## src/include/ctu_pkg.sv

```systemverilog
// charge time unit edge control: shared offsets, fields, resets, types
// assumes a 32-bit AHB-Lite slave with one register per aligned word

package ctu_pkg;

    // ************************************************************
    // register map
    // ************************************************************
    localparam int CTU_ADDR_W = 12;
    localparam logic [11:0] CTU_OFS_TIMING = 12'h000;
    localparam logic [11:0] CTU_OFS_SOURCE = 12'h004;
    localparam logic [11:0] CTU_OFS_DISCH = 12'h008;

    localparam logic [15:0] CTU_RST_TIMING = 16'h0000;
    localparam logic [15:0] CTU_RST_SOURCE = 16'h0000;
    localparam logic [15:0] CTU_RST_DISCH = 16'h0000;

    // writable bits; the rest read as zero
    localparam logic [15:0] CTU_MSK_TIMING = 16'hbfff;
    localparam logic [15:0] CTU_MSK_SOURCE = 16'hfffd;
    localparam logic [15:0] CTU_MSK_DISCH = 16'h0017;

    // ************************************************************
    // field positions
    // ************************************************************
    localparam int CTU_B_UNIT_EN = 15;
    localparam int CTU_B_SIDL = 13;
    localparam int CTU_B_DGEN = 12;
    localparam int CTU_B_EPASS = 11;
    localparam int CTU_B_ORDER = 10;
    localparam int CTU_B_DISCH = 9;
    localparam int CTU_B_TRIG = 8;
    localparam int CTU_B_TRIM = 2;
    localparam int CTU_B_RANGE = 0;

    localparam int CTU_B_E1_SENS = 15;
    localparam int CTU_B_E1_POL = 14;
    localparam int CTU_B_E1_SRC = 10;
    localparam int CTU_B_SEEN2 = 9;
    localparam int CTU_B_SEEN1 = 8;
    localparam int CTU_B_E2_SENS = 7;
    localparam int CTU_B_E2_POL = 6;
    localparam int CTU_B_E2_SRC = 2;
    localparam int CTU_B_HIGH_RNG = 0;

    localparam int CTU_B_RST_EN = 4;
    localparam int CTU_B_DSRC = 0;

    // ************************************************************
    // source codes
    // ************************************************************
    localparam logic [3:0] CTU_SRC_TIMER1 = 4'h0;
    localparam logic [3:0] CTU_SRC_OC1 = 4'h1;
    localparam logic [3:0] CTU_SRC_PIN2 = 4'h2;
    localparam logic [3:0] CTU_SRC_PIN1 = 4'h3;
    localparam logic [3:0] CTU_E1_PIN_LO = 4'h4;
    localparam logic [3:0] CTU_E1_PIN_HI = 4'h9;
    localparam logic [3:0] CTU_E1_CAP_LO = 4'ha;
    localparam logic [3:0] CTU_E1_CAP_HI = 4'hc;
    localparam logic [3:0] CTU_SRC_CMP_LO = 4'hd;
    localparam logic [3:0] CTU_E2_PIN_HI = 4'h8;
    localparam logic [3:0] CTU_E2_CAP_LO = 4'h9;
    localparam logic [3:0] CTU_E2_CAP_HI = 4'hb;
    localparam logic [3:0] CTU_E2_PCLK = 4'hc;
    // pin n sits at bit n-1 of the pin vector
    localparam logic [3:0] CTU_E1_PIN_OFS = 4'h2;
    localparam logic [3:0] CTU_E2_PIN_OFS = 4'h4;

    localparam logic [2:0] CTU_DS_CCP_LO = 3'h1;
    localparam logic [2:0] CTU_DS_CCP_HI = 3'h3;
    localparam logic [2:0] CTU_DS_EOC = 3'h4;
    localparam logic [2:0] CTU_DS_LOGIC_CELL_ONE_OUTPUT = 3'h6;
    localparam logic [2:0] CTU_DS_CLC2 = 3'h7;

    localparam logic [5:0] CTU_TRIM_UNDEF = 6'h20;
    localparam logic [5:0] CTU_TRIM_MIN = 6'h21;

    typedef enum logic [2:0] {
        CTU_RNG_550NA,
        CTU_RNG_5U5,
        CTU_RNG_55U,
        CTU_RNG_550U,
        CTU_RNG_2M2,
        CTU_RNG_RSVD
    } ctu_range_e;

endpackage

```

## src/hw/ctu_edge_ctrl.sv

```systemverilog
// charge time unit edge control: source select, qualify, status, steering
// assumes pins and comparator outputs are asynchronous; peripherals,
// logic cells and the converter run on core_clk; bus is AHB-Lite
//
// The register offsets and the AHB-Lite slave port were left to the implementer.

`timescale 1ns/1ps

module ctu_edge_ctrl
    import ctu_pkg::*;
#(
    parameter int ADDR_W = CTU_ADDR_W
) (
    input wire logic core_clk,
    input wire logic rst,
    input wire logic hsel,
    input wire logic [ADDR_W-1:0] haddr,
    input wire logic [1:0] htrans,
    input wire logic hwrite,
    input wire logic [2:0] hsize,
    input wire logic [31:0] hwdata,
    input wire logic hready,
    output logic hreadyout,
    output logic hresp,
    output logic [31:0] hrdata,
    input wire logic idle_mode,
    input wire logic [12:0] edge_input_pin,
    input wire logic [2:0] comparator_out,
    input wire logic timer1_match,
    input wire logic output_compare_one,
    input wire logic [2:0] input_capture_irq,
    input wire logic [2:0] capture_compare_aux,
    input wire logic adc_end_of_conversion,
    input wire logic [1:0] logic_cell_out,
    output logic current_source_on,
    output logic current_grounded,
    output logic route_to_comparator,
    output logic route_to_adc,
    output logic route_to_diode,
    output logic [5:0] current_trim,
    output ctu_range_e current_range,
    output logic current_range_valid,
    output logic trigger_out,
    output logic delay_charge_start
);

    if (ADDR_W < 4) begin : g_addr_chk
        $error("ADDR_W must cover the register map");
    end

    // ************************************************************
    // bus slave
    // ************************************************************
    logic wr_pend_r;
    logic [ADDR_W-1:0] wr_addr_r;
    logic [15:0] timing_r;
    logic [15:0] source_r;
    logic [15:0] disch_r;
    logic seen1_r;
    logic seen2_r;
    logic seen1_nxt;
    logic seen2_nxt;
    logic [31:0] rdata_nxt;
    logic addr_ok;

    assign hreadyout = 1'b1;
    assign hresp = 1'b0;
    // hsize is not checked: only whole words are expected
    assign addr_ok = hsel && htrans[1] && hready;

    function automatic logic hit(input logic [ADDR_W-1:0] a,
                                 input logic [11:0] ofs);
        hit = (a[ADDR_W-1:2] == (ADDR_W-2)'(ofs >> 2));
    endfunction

    always_ff @(posedge core_clk or posedge rst) begin
        if (rst) begin
            wr_pend_r <= 1'b0;
            wr_addr_r <= '0;
        end else begin
            wr_pend_r <= addr_ok && hwrite;
            wr_addr_r <= haddr;
        end
    end

    logic wr_timing;
    logic wr_source;
    logic wr_disch;
    assign wr_timing = wr_pend_r && hit(wr_addr_r, CTU_OFS_TIMING);
    assign wr_source = wr_pend_r && hit(wr_addr_r, CTU_OFS_SOURCE);
    assign wr_disch = wr_pend_r && hit(wr_addr_r, CTU_OFS_DISCH);

    always_ff @(posedge core_clk or posedge rst) begin
        if (rst) begin
            timing_r <= CTU_RST_TIMING;
            source_r <= CTU_RST_SOURCE;
            disch_r <= CTU_RST_DISCH;
        end else begin
            if (wr_timing) begin
                timing_r <= hwdata[15:0] & CTU_MSK_TIMING;
            end
            if (wr_source) begin
                source_r <= hwdata[15:0] & CTU_MSK_SOURCE;
            end
            if (wr_disch) begin
                disch_r <= hwdata[15:0] & CTU_MSK_DISCH;
            end
        end
    end

    // read data registered in the address phase; unmapped reads zero
    always_comb begin
        rdata_nxt = 32'h0000_0000;
        if (hit(haddr, CTU_OFS_TIMING)) begin
            rdata_nxt[15:0] = timing_r;
        end else if (hit(haddr, CTU_OFS_SOURCE)) begin
            rdata_nxt[15:0] = source_r;
            rdata_nxt[CTU_B_SEEN1] = seen1_r;
            rdata_nxt[CTU_B_SEEN2] = seen2_r;
        end else if (hit(haddr, CTU_OFS_DISCH)) begin
            rdata_nxt[15:0] = disch_r;
        end
    end

    always_ff @(posedge core_clk or posedge rst) begin
        if (rst) begin
            hrdata <= 32'h0000_0000;
        end else if (addr_ok && !hwrite) begin
            hrdata <= rdata_nxt;
        end
    end

    // ************************************************************
    // control fields
    // ************************************************************
    logic unit_enable;
    logic stop_in_idle;
    logic delay_generation_enable;
    logic edge_pass_enable;
    logic edge_order_enable;
    logic current_discharge_control;
    logic trigger_output_enable;
    logic high_range_select;
    logic [1:0] range_code;
    logic edge_logic_reset_enable;
    logic [2:0] discharge_source_select;
    logic unit_run;
    logic edge_live;

    assign unit_enable = timing_r[CTU_B_UNIT_EN];
    assign stop_in_idle = timing_r[CTU_B_SIDL];
    assign delay_generation_enable = timing_r[CTU_B_DGEN];
    assign edge_pass_enable = timing_r[CTU_B_EPASS];
    assign edge_order_enable = timing_r[CTU_B_ORDER];
    assign current_discharge_control = timing_r[CTU_B_DISCH];
    assign trigger_output_enable = timing_r[CTU_B_TRIG];
    assign range_code = timing_r[CTU_B_RANGE+:2];
    assign high_range_select = source_r[CTU_B_HIGH_RNG];
    assign edge_logic_reset_enable = disch_r[CTU_B_RST_EN];
    assign discharge_source_select = disch_r[CTU_B_DSRC+:3];

    assign unit_run = unit_enable && !(stop_in_idle && idle_mode);
    assign edge_live = unit_run && edge_pass_enable;

    // ************************************************************
    // synchronisers for pins and comparators
    // ************************************************************
    logic [15:0] async_meta_r;
    logic [15:0] async_sync_r;

    always_ff @(posedge core_clk or posedge rst) begin
        if (rst) begin
            async_meta_r <= 16'h0000;
            async_sync_r <= 16'h0000;
        end else begin
            async_meta_r <= {comparator_out, edge_input_pin};
            async_sync_r <= async_meta_r;
        end
    end

    logic [12:0] pin_s;
    logic [2:0] cmp_s;
    assign pin_s = async_sync_r[12:0];
    assign cmp_s = async_sync_r[15:13];

    // stand-in for the peripheral clock as an edge source
    logic pclk_tgl_r;
    always_ff @(posedge core_clk or posedge rst) begin
        if (rst) begin
            pclk_tgl_r <= 1'b0;
        end else begin
            pclk_tgl_r <= !pclk_tgl_r;
        end
    end

    // ************************************************************
    // source select
    // ************************************************************
    logic [3:0] e1_code;
    logic [3:0] e2_code;
    logic src1;
    logic src2;
    assign e1_code = source_r[CTU_B_E1_SRC+:4];
    assign e2_code = source_r[CTU_B_E2_SRC+:4];

    always_comb begin
        src1 = 1'b0;
        if (e1_code == CTU_SRC_TIMER1) begin
            src1 = timer1_match;
        end else if (e1_code == CTU_SRC_OC1) begin
            src1 = output_compare_one;
        end else if (e1_code == CTU_SRC_PIN2) begin
            src1 = pin_s[1];
        end else if (e1_code == CTU_SRC_PIN1) begin
            src1 = pin_s[0];
        end else if (e1_code <= CTU_E1_PIN_HI) begin
            src1 = pin_s[4'(e1_code - CTU_E1_PIN_OFS)];
        end else if (e1_code <= CTU_E1_CAP_HI) begin
            src1 = input_capture_irq[2'(e1_code - CTU_E1_CAP_LO)];
        end else begin
            src1 = cmp_s[2'(e1_code - CTU_SRC_CMP_LO)];
        end
    end

    always_comb begin
        src2 = 1'b0;
        if (e2_code == CTU_SRC_TIMER1) begin
            src2 = timer1_match;
        end else if (e2_code == CTU_SRC_OC1) begin
            src2 = output_compare_one;
        end else if (e2_code == CTU_SRC_PIN2) begin
            src2 = pin_s[1];
        end else if (e2_code == CTU_SRC_PIN1) begin
            src2 = pin_s[0];
        end else if (e2_code <= CTU_E2_PIN_HI) begin
            src2 = pin_s[4'(e2_code + CTU_E2_PIN_OFS)];
        end else if (e2_code <= CTU_E2_CAP_HI) begin
            src2 = input_capture_irq[2'(e2_code - CTU_E2_CAP_LO)];
        end else if (e2_code == CTU_E2_PCLK) begin
            src2 = pclk_tgl_r;
        end else begin
            src2 = cmp_s[2'(e2_code - CTU_SRC_CMP_LO)];
        end
    end

    // ************************************************************
    // edge qualification
    // ************************************************************
    // changing a source select can itself look like an edge
    function automatic logic qualify(input logic cur, input logic prev,
                                     input logic sens, input logic pol);
        if (sens) begin
            qualify = pol ? (cur && !prev) : (!cur && prev);
        end else begin
            qualify = pol ? cur : !cur;
        end
    endfunction

    logic src1_prev_r;
    logic src2_prev_r;
    always_ff @(posedge core_clk or posedge rst) begin
        if (rst) begin
            src1_prev_r <= 1'b0;
            src2_prev_r <= 1'b0;
        end else begin
            src1_prev_r <= src1;
            src2_prev_r <= src2;
        end
    end

    logic ev1_acc;
    logic ev2_acc;
    logic ev_any;
    assign ev1_acc = edge_live && qualify(src1, src1_prev_r,
        source_r[CTU_B_E1_SENS], source_r[CTU_B_E1_POL]);
    assign ev2_acc = edge_live && qualify(src2, src2_prev_r,
        source_r[CTU_B_E2_SENS], source_r[CTU_B_E2_POL])
        && (!edge_order_enable || seen1_r || ev1_acc);
    assign ev_any = ev1_acc || ev2_acc;

    // ************************************************************
    // discharge source and edge status
    // ************************************************************
    logic dsch_sel;
    logic det_rst;
    always_comb begin
        dsch_sel = 1'b0;
        if (discharge_source_select >= CTU_DS_CCP_LO &&
            discharge_source_select <= CTU_DS_CCP_HI) begin
            dsch_sel = capture_compare_aux[
                2'(discharge_source_select - CTU_DS_CCP_LO)];
        end else if (discharge_source_select == CTU_DS_EOC) begin
            dsch_sel = adc_end_of_conversion;
        end else if (discharge_source_select == CTU_DS_LOGIC_CELL_ONE_OUTPUT) begin
            dsch_sel = logic_cell_out[0];
        end else if (discharge_source_select == CTU_DS_CLC2) begin
            dsch_sel = logic_cell_out[1];
        end
    end

    assign det_rst = edge_logic_reset_enable &&
        (dsch_sel || current_discharge_control);

    // detect reset first, then edge set beats the software write
    always_comb begin
        seen1_nxt = seen1_r;
        seen2_nxt = seen2_r;
        if (wr_source) begin
            seen1_nxt = hwdata[CTU_B_SEEN1];
            seen2_nxt = hwdata[CTU_B_SEEN2];
        end
        if (ev1_acc) begin
            seen1_nxt = 1'b1;
        end
        if (ev2_acc) begin
            seen2_nxt = 1'b1;
        end
        if (det_rst) begin
            seen1_nxt = 1'b0;
            seen2_nxt = 1'b0;
        end
    end

    always_ff @(posedge core_clk or posedge rst) begin
        if (rst) begin
            seen1_r <= 1'b0;
            seen2_r <= 1'b0;
        end else begin
            seen1_r <= seen1_nxt;
            seen2_r <= seen2_nxt;
        end
    end

    // ************************************************************
    // event outputs and current steering
    // ************************************************************
    always_ff @(posedge core_clk or posedge rst) begin
        if (rst) begin
            trigger_out <= 1'b0;
            delay_charge_start <= 1'b0;
        end else begin
            trigger_out <= trigger_output_enable && ev_any;
            delay_charge_start <= delay_generation_enable && ev_any;
        end
    end

    assign current_grounded = current_discharge_control;
    assign current_source_on = unit_run && seen1_r && !seen2_r &&
        !current_discharge_control;
    assign route_to_comparator = delay_generation_enable;
    assign route_to_adc = !delay_generation_enable;
    assign route_to_diode = (seen1_r == seen2_r);

    // 100000 is unlisted, so it saturates at the largest reduction
    logic [5:0] trim_f;
    assign trim_f = timing_r[CTU_B_TRIM+:6];
    assign current_trim = (trim_f == CTU_TRIM_UNDEF) ? CTU_TRIM_MIN
                                                      : trim_f;

    always_comb begin
        current_range_valid = 1'b1;
        unique case ({high_range_select, range_code})
            3'h0: current_range = CTU_RNG_550U;
            3'h1: current_range = CTU_RNG_550NA;
            3'h2: current_range = CTU_RNG_5U5;
            3'h3: current_range = CTU_RNG_55U;
            3'h4: current_range = CTU_RNG_550U;
            3'h5: current_range = CTU_RNG_2M2;
            default: begin
                current_range = CTU_RNG_RSVD;
                current_range_valid = 1'b0;
            end
        endcase
    end
endmodule

```

## config.mk

```make
export PLATFORM = sky130hd
export DESIGN_NAME = ctu_edge_ctrl
export DESIGN_NICKNAME = d
export VERILOG_FILES = /design/src/include/ctu_pkg.sv /design/src/hw/ctu_edge_ctrl.sv
export SDC_FILE = /design/constraint.sdc
export NUM_CORES = 1
export LEC_CHECK = 0
export ABC_AREA = 0
export BUFFER_PORTS_ARGS = -buffer_cell sky130_fd_sc_hd__buf_2
export CORE_UTILIZATION = 55
export CTS_CLUSTER_DIAMETER = 60
export CTS_CLUSTER_SIZE = 24
export DETAILED_ROUTE_END_ITERATION = 16
export HOLD_SLACK_MARGIN = 0.06
export PLACE_DENSITY = 0.84
export SETUP_SLACK_MARGIN = 0.4
export SLEW_MARGIN = 20
export SYNTH_ARGS = -nofsm -noshare
export SYNTH_HDL_FRONTEND = slang
export SYNTH_SLANG_ARGS = --single-unit
```

## constraint.sdc

```tcl
create_clock -name core_clk -period 4.7 [get_ports core_clk]
set_clock_uncertainty 0.15 [all_clocks]
set_input_delay 0.705 -clock core_clk [delete_from_list [all_inputs] [get_ports core_clk]]
set_output_delay 0.705 -clock core_clk [all_outputs]
set_load 0.05 [all_outputs]
```

### Word level (Yosys, flattened, before mapping)

Cells that the tools add are included.
W data, S select, Z words.

| storage, ports and cells | value |
|---|---|
| register bits | 102 |
| output and inout port bits | 51 |

| operators by class | value |
|---|---|
| order comparisons | 13 |
| add/sub/neg operators | 7 |
| reduce and logical (&&, ||, !) cells | 48 |
| muxes and demuxes | 49 |
| equality and inequality tests | 21 |

Operators by type and width:

| kind | number |
|---|---|
| $mux W1 | 37 |
| $mux W16 | 2 |
| $logic_and A1 B1 Y1 | 24 |
| $eq A10 B1 Y1 const B | 2 |
| $eq A10 B2 Y1 const B | 2 |
| $logic_not A10 Y1 | 2 |
| $eq A4 B2 Y1 const B | 4 |
| $le A4 B4 Y1 const B | 4 |
| $eq A3 B3 Y1 const B | 5 |
| $lt A2 B3 Y1 const B | 5 |
| $pmux W3 S5 | 1 |
| $logic_not A1 Y1 | 11 |
| $bmux W1 S2 | 5 |
| $lt A4 B5 Y1 const B | 2 |
| $bmux W1 S4 | 2 |
| $eq A4 B1 Y1 const B | 2 |
| $logic_not A4 Y1 | 2 |
| $sub A2 B1 Y2 const B | 4 |
| $eq A3 B2 Y1 const B | 2 |
| $eq A6 B6 Y1 const B | 1 |
| $mux W6 | 1 |
| $reduce_bool A3 Y1 | 2 |
| $reduce_or A6 Y1 | 1 |
| $mux W5 | 1 |
| 11 further kinds | 14 |

### Logic depth before layout (Yosys ltp)

Gate-level depths: netlist (run 1).

| depth | value |
|---|---|
| word-level depth | 18 |
| mapped depth | 10 |
| depth with buffers taken out | 9 |

### Worst setup path before layout (run 1)

OpenSTA, ideal clock, no wires.

| timing | value |
|---|---|
| kind | flip-flop to flip-flop |
| start point | register source_r[2] |
| end point | register seen2_r |
| clock period less this slack | 2.720 ns |
| setup slack | 1.980 ns |
| stages on the path, launching flop included | 11 |
| buffers on the path | 1 |
| arrival time | 2.444 ns |
| path through | dfrtp_1 buf_2 inv_1 ha_1 mux2i_1 a211oi_1 a311oi_1 o41a_1 or3_1 a31oi_1 a211oi_1 |

| between the ends | value |
|---|---|
| cells in the longest elaborated chain, start to end | 18 |
| elaborated cells between the ends (all ways) | 34 |
| classes of those cells | add/sub: 3; order compare: 2; eq/ne: 4; mux: 18; reduce/logical: 7 |

RTL lines:

| what | RTL line | RTL |
|---|---|---|
| start: declaration | ctu_edge_ctrl.sv:57 | `logic [15:0] source_r;` |
| start signal: assignment | ctu_edge_ctrl.sv:103 | `source_r <= hwdata[15:0] & CTU_MSK_SOURCE;` |
| parallel branches: the longest is 9 deep, another holds $add A4 B3 Y4 | -- |  |
| $mux W1 (*) | ctu_edge_ctrl.sv:227 | `if (e2_code == CTU_SRC_TIMER1) begin` |
| $logic_not A1 Y1 | ctu_edge_ctrl.sv:253, ctu_edge_ctrl.sv:255 |  |
| $logic_and A1 B1 Y1 | ctu_edge_ctrl.sv:253 | `qualify = pol ? (cur && !prev) : (!cur && prev);` |
| $mux W1 | ctu_edge_ctrl.sv:253 |  |
| $mux W1 (*) | ctu_edge_ctrl.sv:252 | `if (sens) begin` |
| $logic_and A1 B1 Y1 (*) | ctu_edge_ctrl.sv:276 | `assign ev2_acc = edge_live && qualify(src2, src2_prev_r,` |
| $logic_and A1 B1 Y1 (*) | ctu_edge_ctrl.sv:278 | `&& (!edge_order_enable \|\| seen1_r \|\| ev1_acc);` |
| $mux W1 | ctu_edge_ctrl.sv:315 | `if (ev2_acc) begin` |
| $mux W1 | ctu_edge_ctrl.sv:318 | `if (det_rst) begin` |
| end signal: assignment | ctu_edge_ctrl.sv:330 | `seen2_r <= seen2_nxt;` |
| end: declaration | ctu_edge_ctrl.sv:60 | `logic seen2_r;` |

Mark *: on every way between the ends. The select of a mux whose other input is x is not followed.
A chain may end at the register's enable or synchronous reset.

### Final worst setup path (run 1)

Ends and elaborated chain as after synthesis.

==> impl_results.md, run 1 <==
* Post-synthesis simple-gate area fraction at 0.0905
* Die width at 93.0 microns
* Net Sw Power at 0.442 mW
* N_diodes at 0
* M1 GR Usage at 0.296
* Synth Area in Compound Gates at 0.0965
* Critical Path End: seen2_r
* Hpwl dp at 6740 microns
* Register-to-register setup slack at 1.50 ns
* Synth Area in Adders at 0.0522
* Routed length per instance at 16.1 microns
* Crit-path slowest cell: dfrtp_1
* First-pass GRT wire length at 15300 microns
* Maximum vdd drop at 0.000247 V
* Synth cell types at 53
* H-tree levels at 3
* Synth area leaders: dfrtp_1 (54%), mux2_2 (8.4%), mux2i_1 (5.5%)
* Maximum root-to-sink buffer count at 2
* Met2 global-route usage at 0.395
* Sequential share of the synthesized area at 0.539
* Total Routed Length at 9220 microns
* CTS sink cnt at 98
* Mapped Area at 4550 sq um
* Post-synth EDFFs at 0
* Cells after synthesis at 376
* Mux cell area share after synthesis at 0.159
* Reg clk slew, reported paths at 0.10 ns
* Setup TNS Final at 0 ns
* Worst path bufs/invs at 1
* Pwr/cell area at 314 nW/um^2
* RSZ-0062 raised after global routing: no
* Period utilization at 0.680
* Post-CTS setup buffers at 0
* Critical Path Stages at 9
* Relative slew slack at 0.368
* Sw Ratio at 0.269
* Root Buffer: clkbuf_8
* Combinational power share at 0.111
* Status: finished clean
* Fin. Hold Viols at 0
* Area leader, netlist: dfrtp_1
* Total gr overflow at 0
* Post-place setup slack at 1.64 ns
* TritonCTS clock tree: built
* R2R cell count at 9
* CP top delay family: compound AO/OA/AOI/OAI gates
* Fraction of layout instances using a drive strength above 1 at 0.339
* Final ANT Viol Nets at 0
* Seq pwr share at 0.547
* IO buf count at 92
* CP Launch Point: source_r[2]
* Clk Latency, worst-skew pair at 0.37 ns
* Largest net degree at the start of global routing at 58
* CP arrival at 3.31 ns
* Initial antenna violation count at 0
* Post-cts gate resize count at 0
* Final nets at 565
* Die area at 8640 sq um
* Synth Area per Inst at 12.1 sq um
* Gpl congestion at 0.831
* Gr usage total at 0.235
* Drt pass-1 iters at 4
* Final WS setup at 1.50 ns
* Synth Area in XOR/XNOR at 0.00577
* I/O pin cnt at 133
* Worst-Margin Slew at 0.948 ns
* Leak Pwr at 2.61 nW
* Max-slew violation count at 0
* Worst Path Max Fanout at 13
* Number of fill cells at 614
* Critical Path End Type: flop
* Vias in the first global route at 3173
* Setup Crit Path Kind: reg2reg
* Max-Cap Viols at 0
* CP startpoint kind: flop
* DR iter-0 viols at 128
* Top FF cell, synth: dfrtp_1
* # rows at 32
* RR Startpoint: source_r[2]
* DRC Markers at 0
* Met3 GRT Util at 0.0583
* Synthesis Warnings at 0
* Final setup viols at 0
* Core area at 7850 sq um
* Internal Power at 1.20 mW
* Slowest stage delay, CP at 0.69 ns
* CP most frequent cell: a211oi_1
* F_max at 0.313 GHz
* Initial Utilization at 0.580
* Top Usage Layer GRT: met2
* Critical Path RT at 4.81 ns
* CTS Buf Count at 9
* Via density at 5.50
* Final Critical Period at 3.20 ns
* Area growth syn-to-layout at 15.0%
* Die Height at 93.0 microns
* Clock power share at 0.341
* Top cell type's share of synthesized area at 0.539
* Synth Register Bits at 98
* Largest family of logic cells by synthesized area: multiplexers
* DR vias at 3140
* Hold WC Path Type: reg2reg
* Async set or reset register ratio after synthesis at 1.00
* Hold-fix buffers at CTS at 0
* CP cell instances: inv_1, ha_1, mux2i_1, a211oi_1, a311oi_1, o41a_1, or3_1, a31oi_1, a211oi_1
* R2R Path End: seen2_r
[worst min-delay path by stage]
stage / startpoint / endpoint / slack, ns / cells past startpoint
after global routing: async_meta_r[11] / async_sync_r[11] / 0.21 / 0
after CTS: async_meta_r[14] / async_sync_r[14] / 0.20 / 0
after global placement: async_meta_r[12] / async_sync_r[12] / 0.18 / 0
after floorplan: async_meta_r[0] / async_sync_r[0] / 0.18 / 0
after detailed placement: async_meta_r[5] / async_sync_r[5] / 0.18 / 0
final: async_meta_r[14] / async_sync_r[14] / 0.19 / 0
[layer usage]
layer | vias to the layer above | wire length (microns)
met1 | 1535 | 3800
met5 | - | 0
met3 | 11 | 600
met2 | 121 | 4680
li1 | 1473 | -
met4 | 0 | 141
[through the flow]
step	util	area (sq um)	power, mW	hold WS [ns]	instances
after floorplan	-	4610	1.05	0.181	392
after global placement	0.640	5020	1.09	0.185	555
after detailed placement	0.640	5020	1.10	0.185	555
after CTS	0.667	5230	1.66	0.200	571
after global routing	0.667	5230	1.72	0.211	571
final	0.667	5230	1.64	0.192	571
[cell families (layout without fill, tap and decap cells)]
family,Yosys count,in the layout
DFF,98,98
muxes,63,63
AOI/OAI and AO/OA,66,66
adders and majority gates,19,19
xor gates and xnor gates,3,3
buffers and inverters,47,124
other,2,18
and+or+nand+nor,78,78
[worst reg2reg max path: stages, from the launching register on]
cell and delay (ns):
dfrtp_1 0.69, inv_1 0.17, ha_1 0.41, mux2i_1 0.15, a211oi_1 0.27, a311oi_1 0.12, o41a_1 0.48, or3_1 0.38
a31oi_1 0.20, a211oi_1 0.07
[flip-flops by register name, summed over array words and instances (netlist names), 4 cells and up]
signal / cells
async_meta_r: 16
async_sync_r: 16
hrdata: 16
timing_r: 15
source_r: 13
wr_addr_r: 10
disch_r: 4
[placed cells by master, fill, tap and decap left out, types with 3 or more instances in the layout]
cell type  instances
inv_1             12
nand3b_1           5
dfrtp_1           98
nor4_1             6
buf_2             92
mux2i_1           25
nand3_1            4
a21oi_1           14
clkbuf_8           9
o22ai_1            3
conb_1            18
nand2_1           32
nand2b_1           3
nor2_1            10
or2_2              3
o21ai_0           22
ha_1              19
mux2_2            34
mux4_2             4
buf_4              3
[power groups by stage]
| stage | Combinational, mW | Sequential [mW] | Clock (mW) |
|---|---|---|---|
| after floorplan | 0.149 | 0.904 | 0 |
| after global placement | 0.177 | 0.913 | 0 |
| after detailed placement | 0.182 | 0.916 | 0 |
| after CTS | 0.184 | 0.899 | 0.574 |
| after global routing | 0.202 | 0.903 | 0.615 |
| final | 0.183 | 0.899 | 0.561 |
[cell usage after synthesis (3+ instances only)]
| cell type | count |
|---|---|
| ha_1 | 19 |
| mux2_2 | 34 |
| dfrtp_1 | 98 |
| nand2_1 | 32 |
| nor4_1 | 6 |
| nand3b_1 | 5 |
| inv_1 | 13 |
| nand2b_1 | 3 |
| mux4_2 | 4 |
| buf_4 | 19 |
| o22ai_1 | 3 |
| or2_2 | 3 |
| mux2i_1 | 25 |
| buf_2 | 4 |
| o21ai_0 | 22 |
| a21oi_1 | 14 |
| nor2_1 | 10 |
| nand3_1 | 4 |
| clkbuf_1 | 9 |
[cell type report]
class                      instances  area, sq um  area share
sequential                        98         2450       0.469
tap                              102          128      0.0244
inverter                          13         50.0     0.00957
timing repair buffer              95          483      0.0923
clock buffer                       9          124      0.0237
multi-input combinational        247         1910       0.365
clock inverter                     7         83.8      0.0160
(Power assumes the default switching activity.)
==> run 2: changes to the inputs <==
- ABC_AREA: 0 -> 1
- CORE_UTILIZATION: 55 -> 47
- PLACE_DENSITY: 0.84 -> 0.76
- clock period: 4.7 -> 2.6 ns (I/O delays scaled with it)
==> run 2 against run 1 <==
Against the previous run:
- non-clock buffer count grew 48
- final area is 15% higher
- total power is 88% higher
- largest cell class unchanged
- routed wire length increased by 20%
- hold slack worse by 0.10 ns
- sequential share of layout area fell by 6.2 points
==> impl_results.md, run 2 <==
* Post-synthesis simple-gate area fraction at 0.205
* Hold WC Path Type: in2reg
* Internal Power at 2.30 mW
* CTS Buf Count at 9
* Mapped Area at 4740 sq um
* Clock power share at 0.362
* Post-synth EDFFs at 0
* Sequential share of the synthesized area at 0.517
* Final Non-Filler Cells at 817
* Final nets at 780
* Total gr overflow at 0
* R2R Path End: seen1_r
* F_max at 0.453 GHz
* Die width at 102 microns
* Status: finished clean
* CTS sink cnt at 98
* R2R cell count at 14
* DR vias at 4062
* Final Critical Period at 2.21 ns
* N_diodes at 0
* Setup Crit Path Kind: reg2reg
* DR iter-0 viols at 197
* Maximum vdd drop at 0.000320 V
* Synthesis Warnings at 0
* CP arrival at 2.35 ns
* Core area at 9770 sq um
* Maximum root-to-sink buffer count at 2
* Leak Pwr at 3.27 nW
* TritonCTS clock tree: built
* Biggest regs: async_meta_r: 16 flops, async_sync_r: 16 flops, hrdata: 16 flops
* Mux cell area share after synthesis at 0.00475
* Synth cell count leaders: nand2_1 (137), dfrtp_1 (98), inv_1 (70)
* Fin. Hold Viols at 0
* Worst min-delay path startpoint: hwrite
* Pwr/cell area at 511 nW/um^2
* Synth Area in Adders at 0.0501
* Hold Path End: wr_pend_r
* Die Height at 102 microns
* Gpl congestion at 0.876
* Synth area leaders: dfrtp_1 (52%), nand2_1 (11%), inv_1 (5.5%)
* Synth Register Bits at 98
* RR Startpoint: source_r[11]
* Max-slew violation count at 0
* Synth Area per Inst at 8.70 sq um
* RSZ-0062 raised after global routing: yes
* Register-to-register setup slack at 0.39 ns
* Net Sw Power at 0.792 mW
* # rows at 36
* Fraction of layout instances using a drive strength above 1 at 0.259
* Seq pwr share at 0.519
* CP startpoint kind: flop
* Initial antenna violation count at 0
* Setup TNS Final at 0 ns
* Final ANT Viol Nets at 0
* IO buf count at 92
* Clk Latency, worst-skew pair at 0.37 ns
* Drt pass-1 iters at 5
* I/O pin cnt at 133
* Async set or reset register ratio after synthesis at 1.00
* Sw Ratio at 0.256
* Combinational power share at 0.119
* Period utilization at 0.850
* Final setup viols at 0
* Area growth syn-to-layout at 27.2%
* Synth Area in Compound Gates at 0.109
* Synth cell types at 41
* DRC Markers at 0
* Hpwl dp at 7670 microns
* Cells after synthesis at 545
* First-pass GRT wire length at 17800 microns
* Area leader, netlist: dfrtp_1
* Top cell type's share of synthesized area at 0.517
* Hold path depth at 3
* Critical Path RT at 2.74 ns
* Final Instance Area at 6040 sq um
* Max-Cap Viols at 0
* Initial Utilization at 0.485
* Gr usage total at 0.225
* Via density at 4.97
* Top FF cell, synth: dfrtp_1
* Most frequent cell after synthesis: nand2_1
* Routed length per instance at 13.6 microns
* Most common cell after layout, fill and taps aside: nand2_1
* Final core utilization at 0.618
* Critical Path End Type: flop
* Placed cell area at 5320 sq um
* Worst Path Max Fanout at 7
* Root Buffer: clkbuf_8
* Largest family of logic cells by synthesized area: simple AND/OR/NAND/NOR gates
* Synth Area in XOR/XNOR at 0.00185
* H-tree levels at 3
* Relative slew slack at 0.659
* Total Routed Length at 11100 microns
* Reg clk slew, reported paths at 0.09 ns
* Die area at 10500 sq um
* Vias in the first global route at 3760
* # placed instances at 764
* Worst-Margin Slew at 0.511 ns
* Largest net degree at the start of global routing at 99
* Most frequent cells in the layout: nand2_1 (135), dfrtp_1 (96), buf_2 (92)
[run 2: cell types whose count changed in the layout (fill, tap and decap cells not counted), sizes merged, moves of 5 or more]
cell,before,now
o221ai,0,5
nor2,10,30
nand2,32,143
inv,15,76
o22ai,3,10
dlygate4sd3,0,27
buf,95,116
mux2,34,2
mux2i,25,0
nand3,4,36
o21ai,23,45
[run 2: worst max-delay path, cell delays in order, from the launching register on]
cell,delay (ns)
dfrtp_1,0.42
inv_4,0.10
ha_1,0.25
o31ai_4,0.28
a21oi_1,0.09
nand2_1,0.07
nand2_1,0.06
nand2_1,0.06
nand2_1,0.06
nand2_2,0.08
nand2_2,0.07
nand2_2,0.08
nand3_4,0.08
buf_4,0.17
a21oi_1,0.11
[run 2: kinds of logic after synthesis]
| group | Yosys count |
|---|---|
| xor gates and xnor gates | 1 |
| and+or+nand+nor | 223 |
| AOI/OAI and AO/OA | 88 |
| muxes | 2 |
| other | 2 |
| adders and majority gates | 19 |
| DFF | 98 |
| buffers and inverters | 112 |
[run 2: cell type report]
class	count	area (sq um)
inverters	76	292
multi-input cells	351	1960
flip-flops and latches	98	2450
clock buffers	11	151
fillers	858	3740
well taps	133	166
clock inverters	5	82.6
repair buffers	143	931
[run 2: stage by stage]
| step | total power [mW] | worst slack (ns) | hold WS (ns) |
|---|---|---|---|
| final | 3.09 | 0.391 | 0.0887 |
| after global routing | 3.23 | 0.298 | 0.0713 |
| after CTS | 3.11 | 0.404 | 0.0697 |
| after detailed placement | 1.96 | 0.303 | 0.185 |
| after global placement | 1.95 | 0.379 | 0.185 |
| after floorplan | 1.87 | 0.423 | 0.181 |
[run 2: per-layer routing]
layer	GRT usage	share of wire
met4	0.108	0.025
met1	0.300	0.45
met3	0.0417	0.048
met5	0	0
met2	0.356	0.48
[run 2: worst max-delay path by stage]
stage | to | slack (ns) | cells after the start | startpoint
6_report | seen1_r | 0.39 | 14 | source_r[11]
5_1_grt | trigger_out | 0.30 | 19 | source_r[2]
4_1_cts | trigger_out | 0.40 | 19 | source_r[2]
3_5_place_dp | trigger_out | 0.30 | 17 | source_r[12]
3_3_place_gp | trigger_out | 0.38 | 17 | source_r[12]
2_1_floorplan | delay_charge_start | 0.42 | 19 | source_r[10]
[run 2: power by group through the flow]
| stage | Clock, mW | Sequential, mW | Combinational, mW |
|---|---|---|---|
| floorplan | 0 | 1.68 | 0.186 |
| CTS | 1.15 | 1.60 | 0.354 |
| global route | 1.22 | 1.61 | 0.400 |
| finish | 1.12 | 1.60 | 0.366 |
| detailed placement | 0 | 1.63 | 0.321 |
| global placement | 0 | 1.63 | 0.316 |
[run 2: repair_timing]
item | 4_1_cts | 5_1_grt
endpoints found under the hold margin | 124 | 0
hold buffers | 27 | 0
setup endpoints to repair | 3 | 5
buffers inserted | 4 | 6
gates cloned | 0 | 0
pin swaps | 0 | 13
resized for setup | 8 | 26
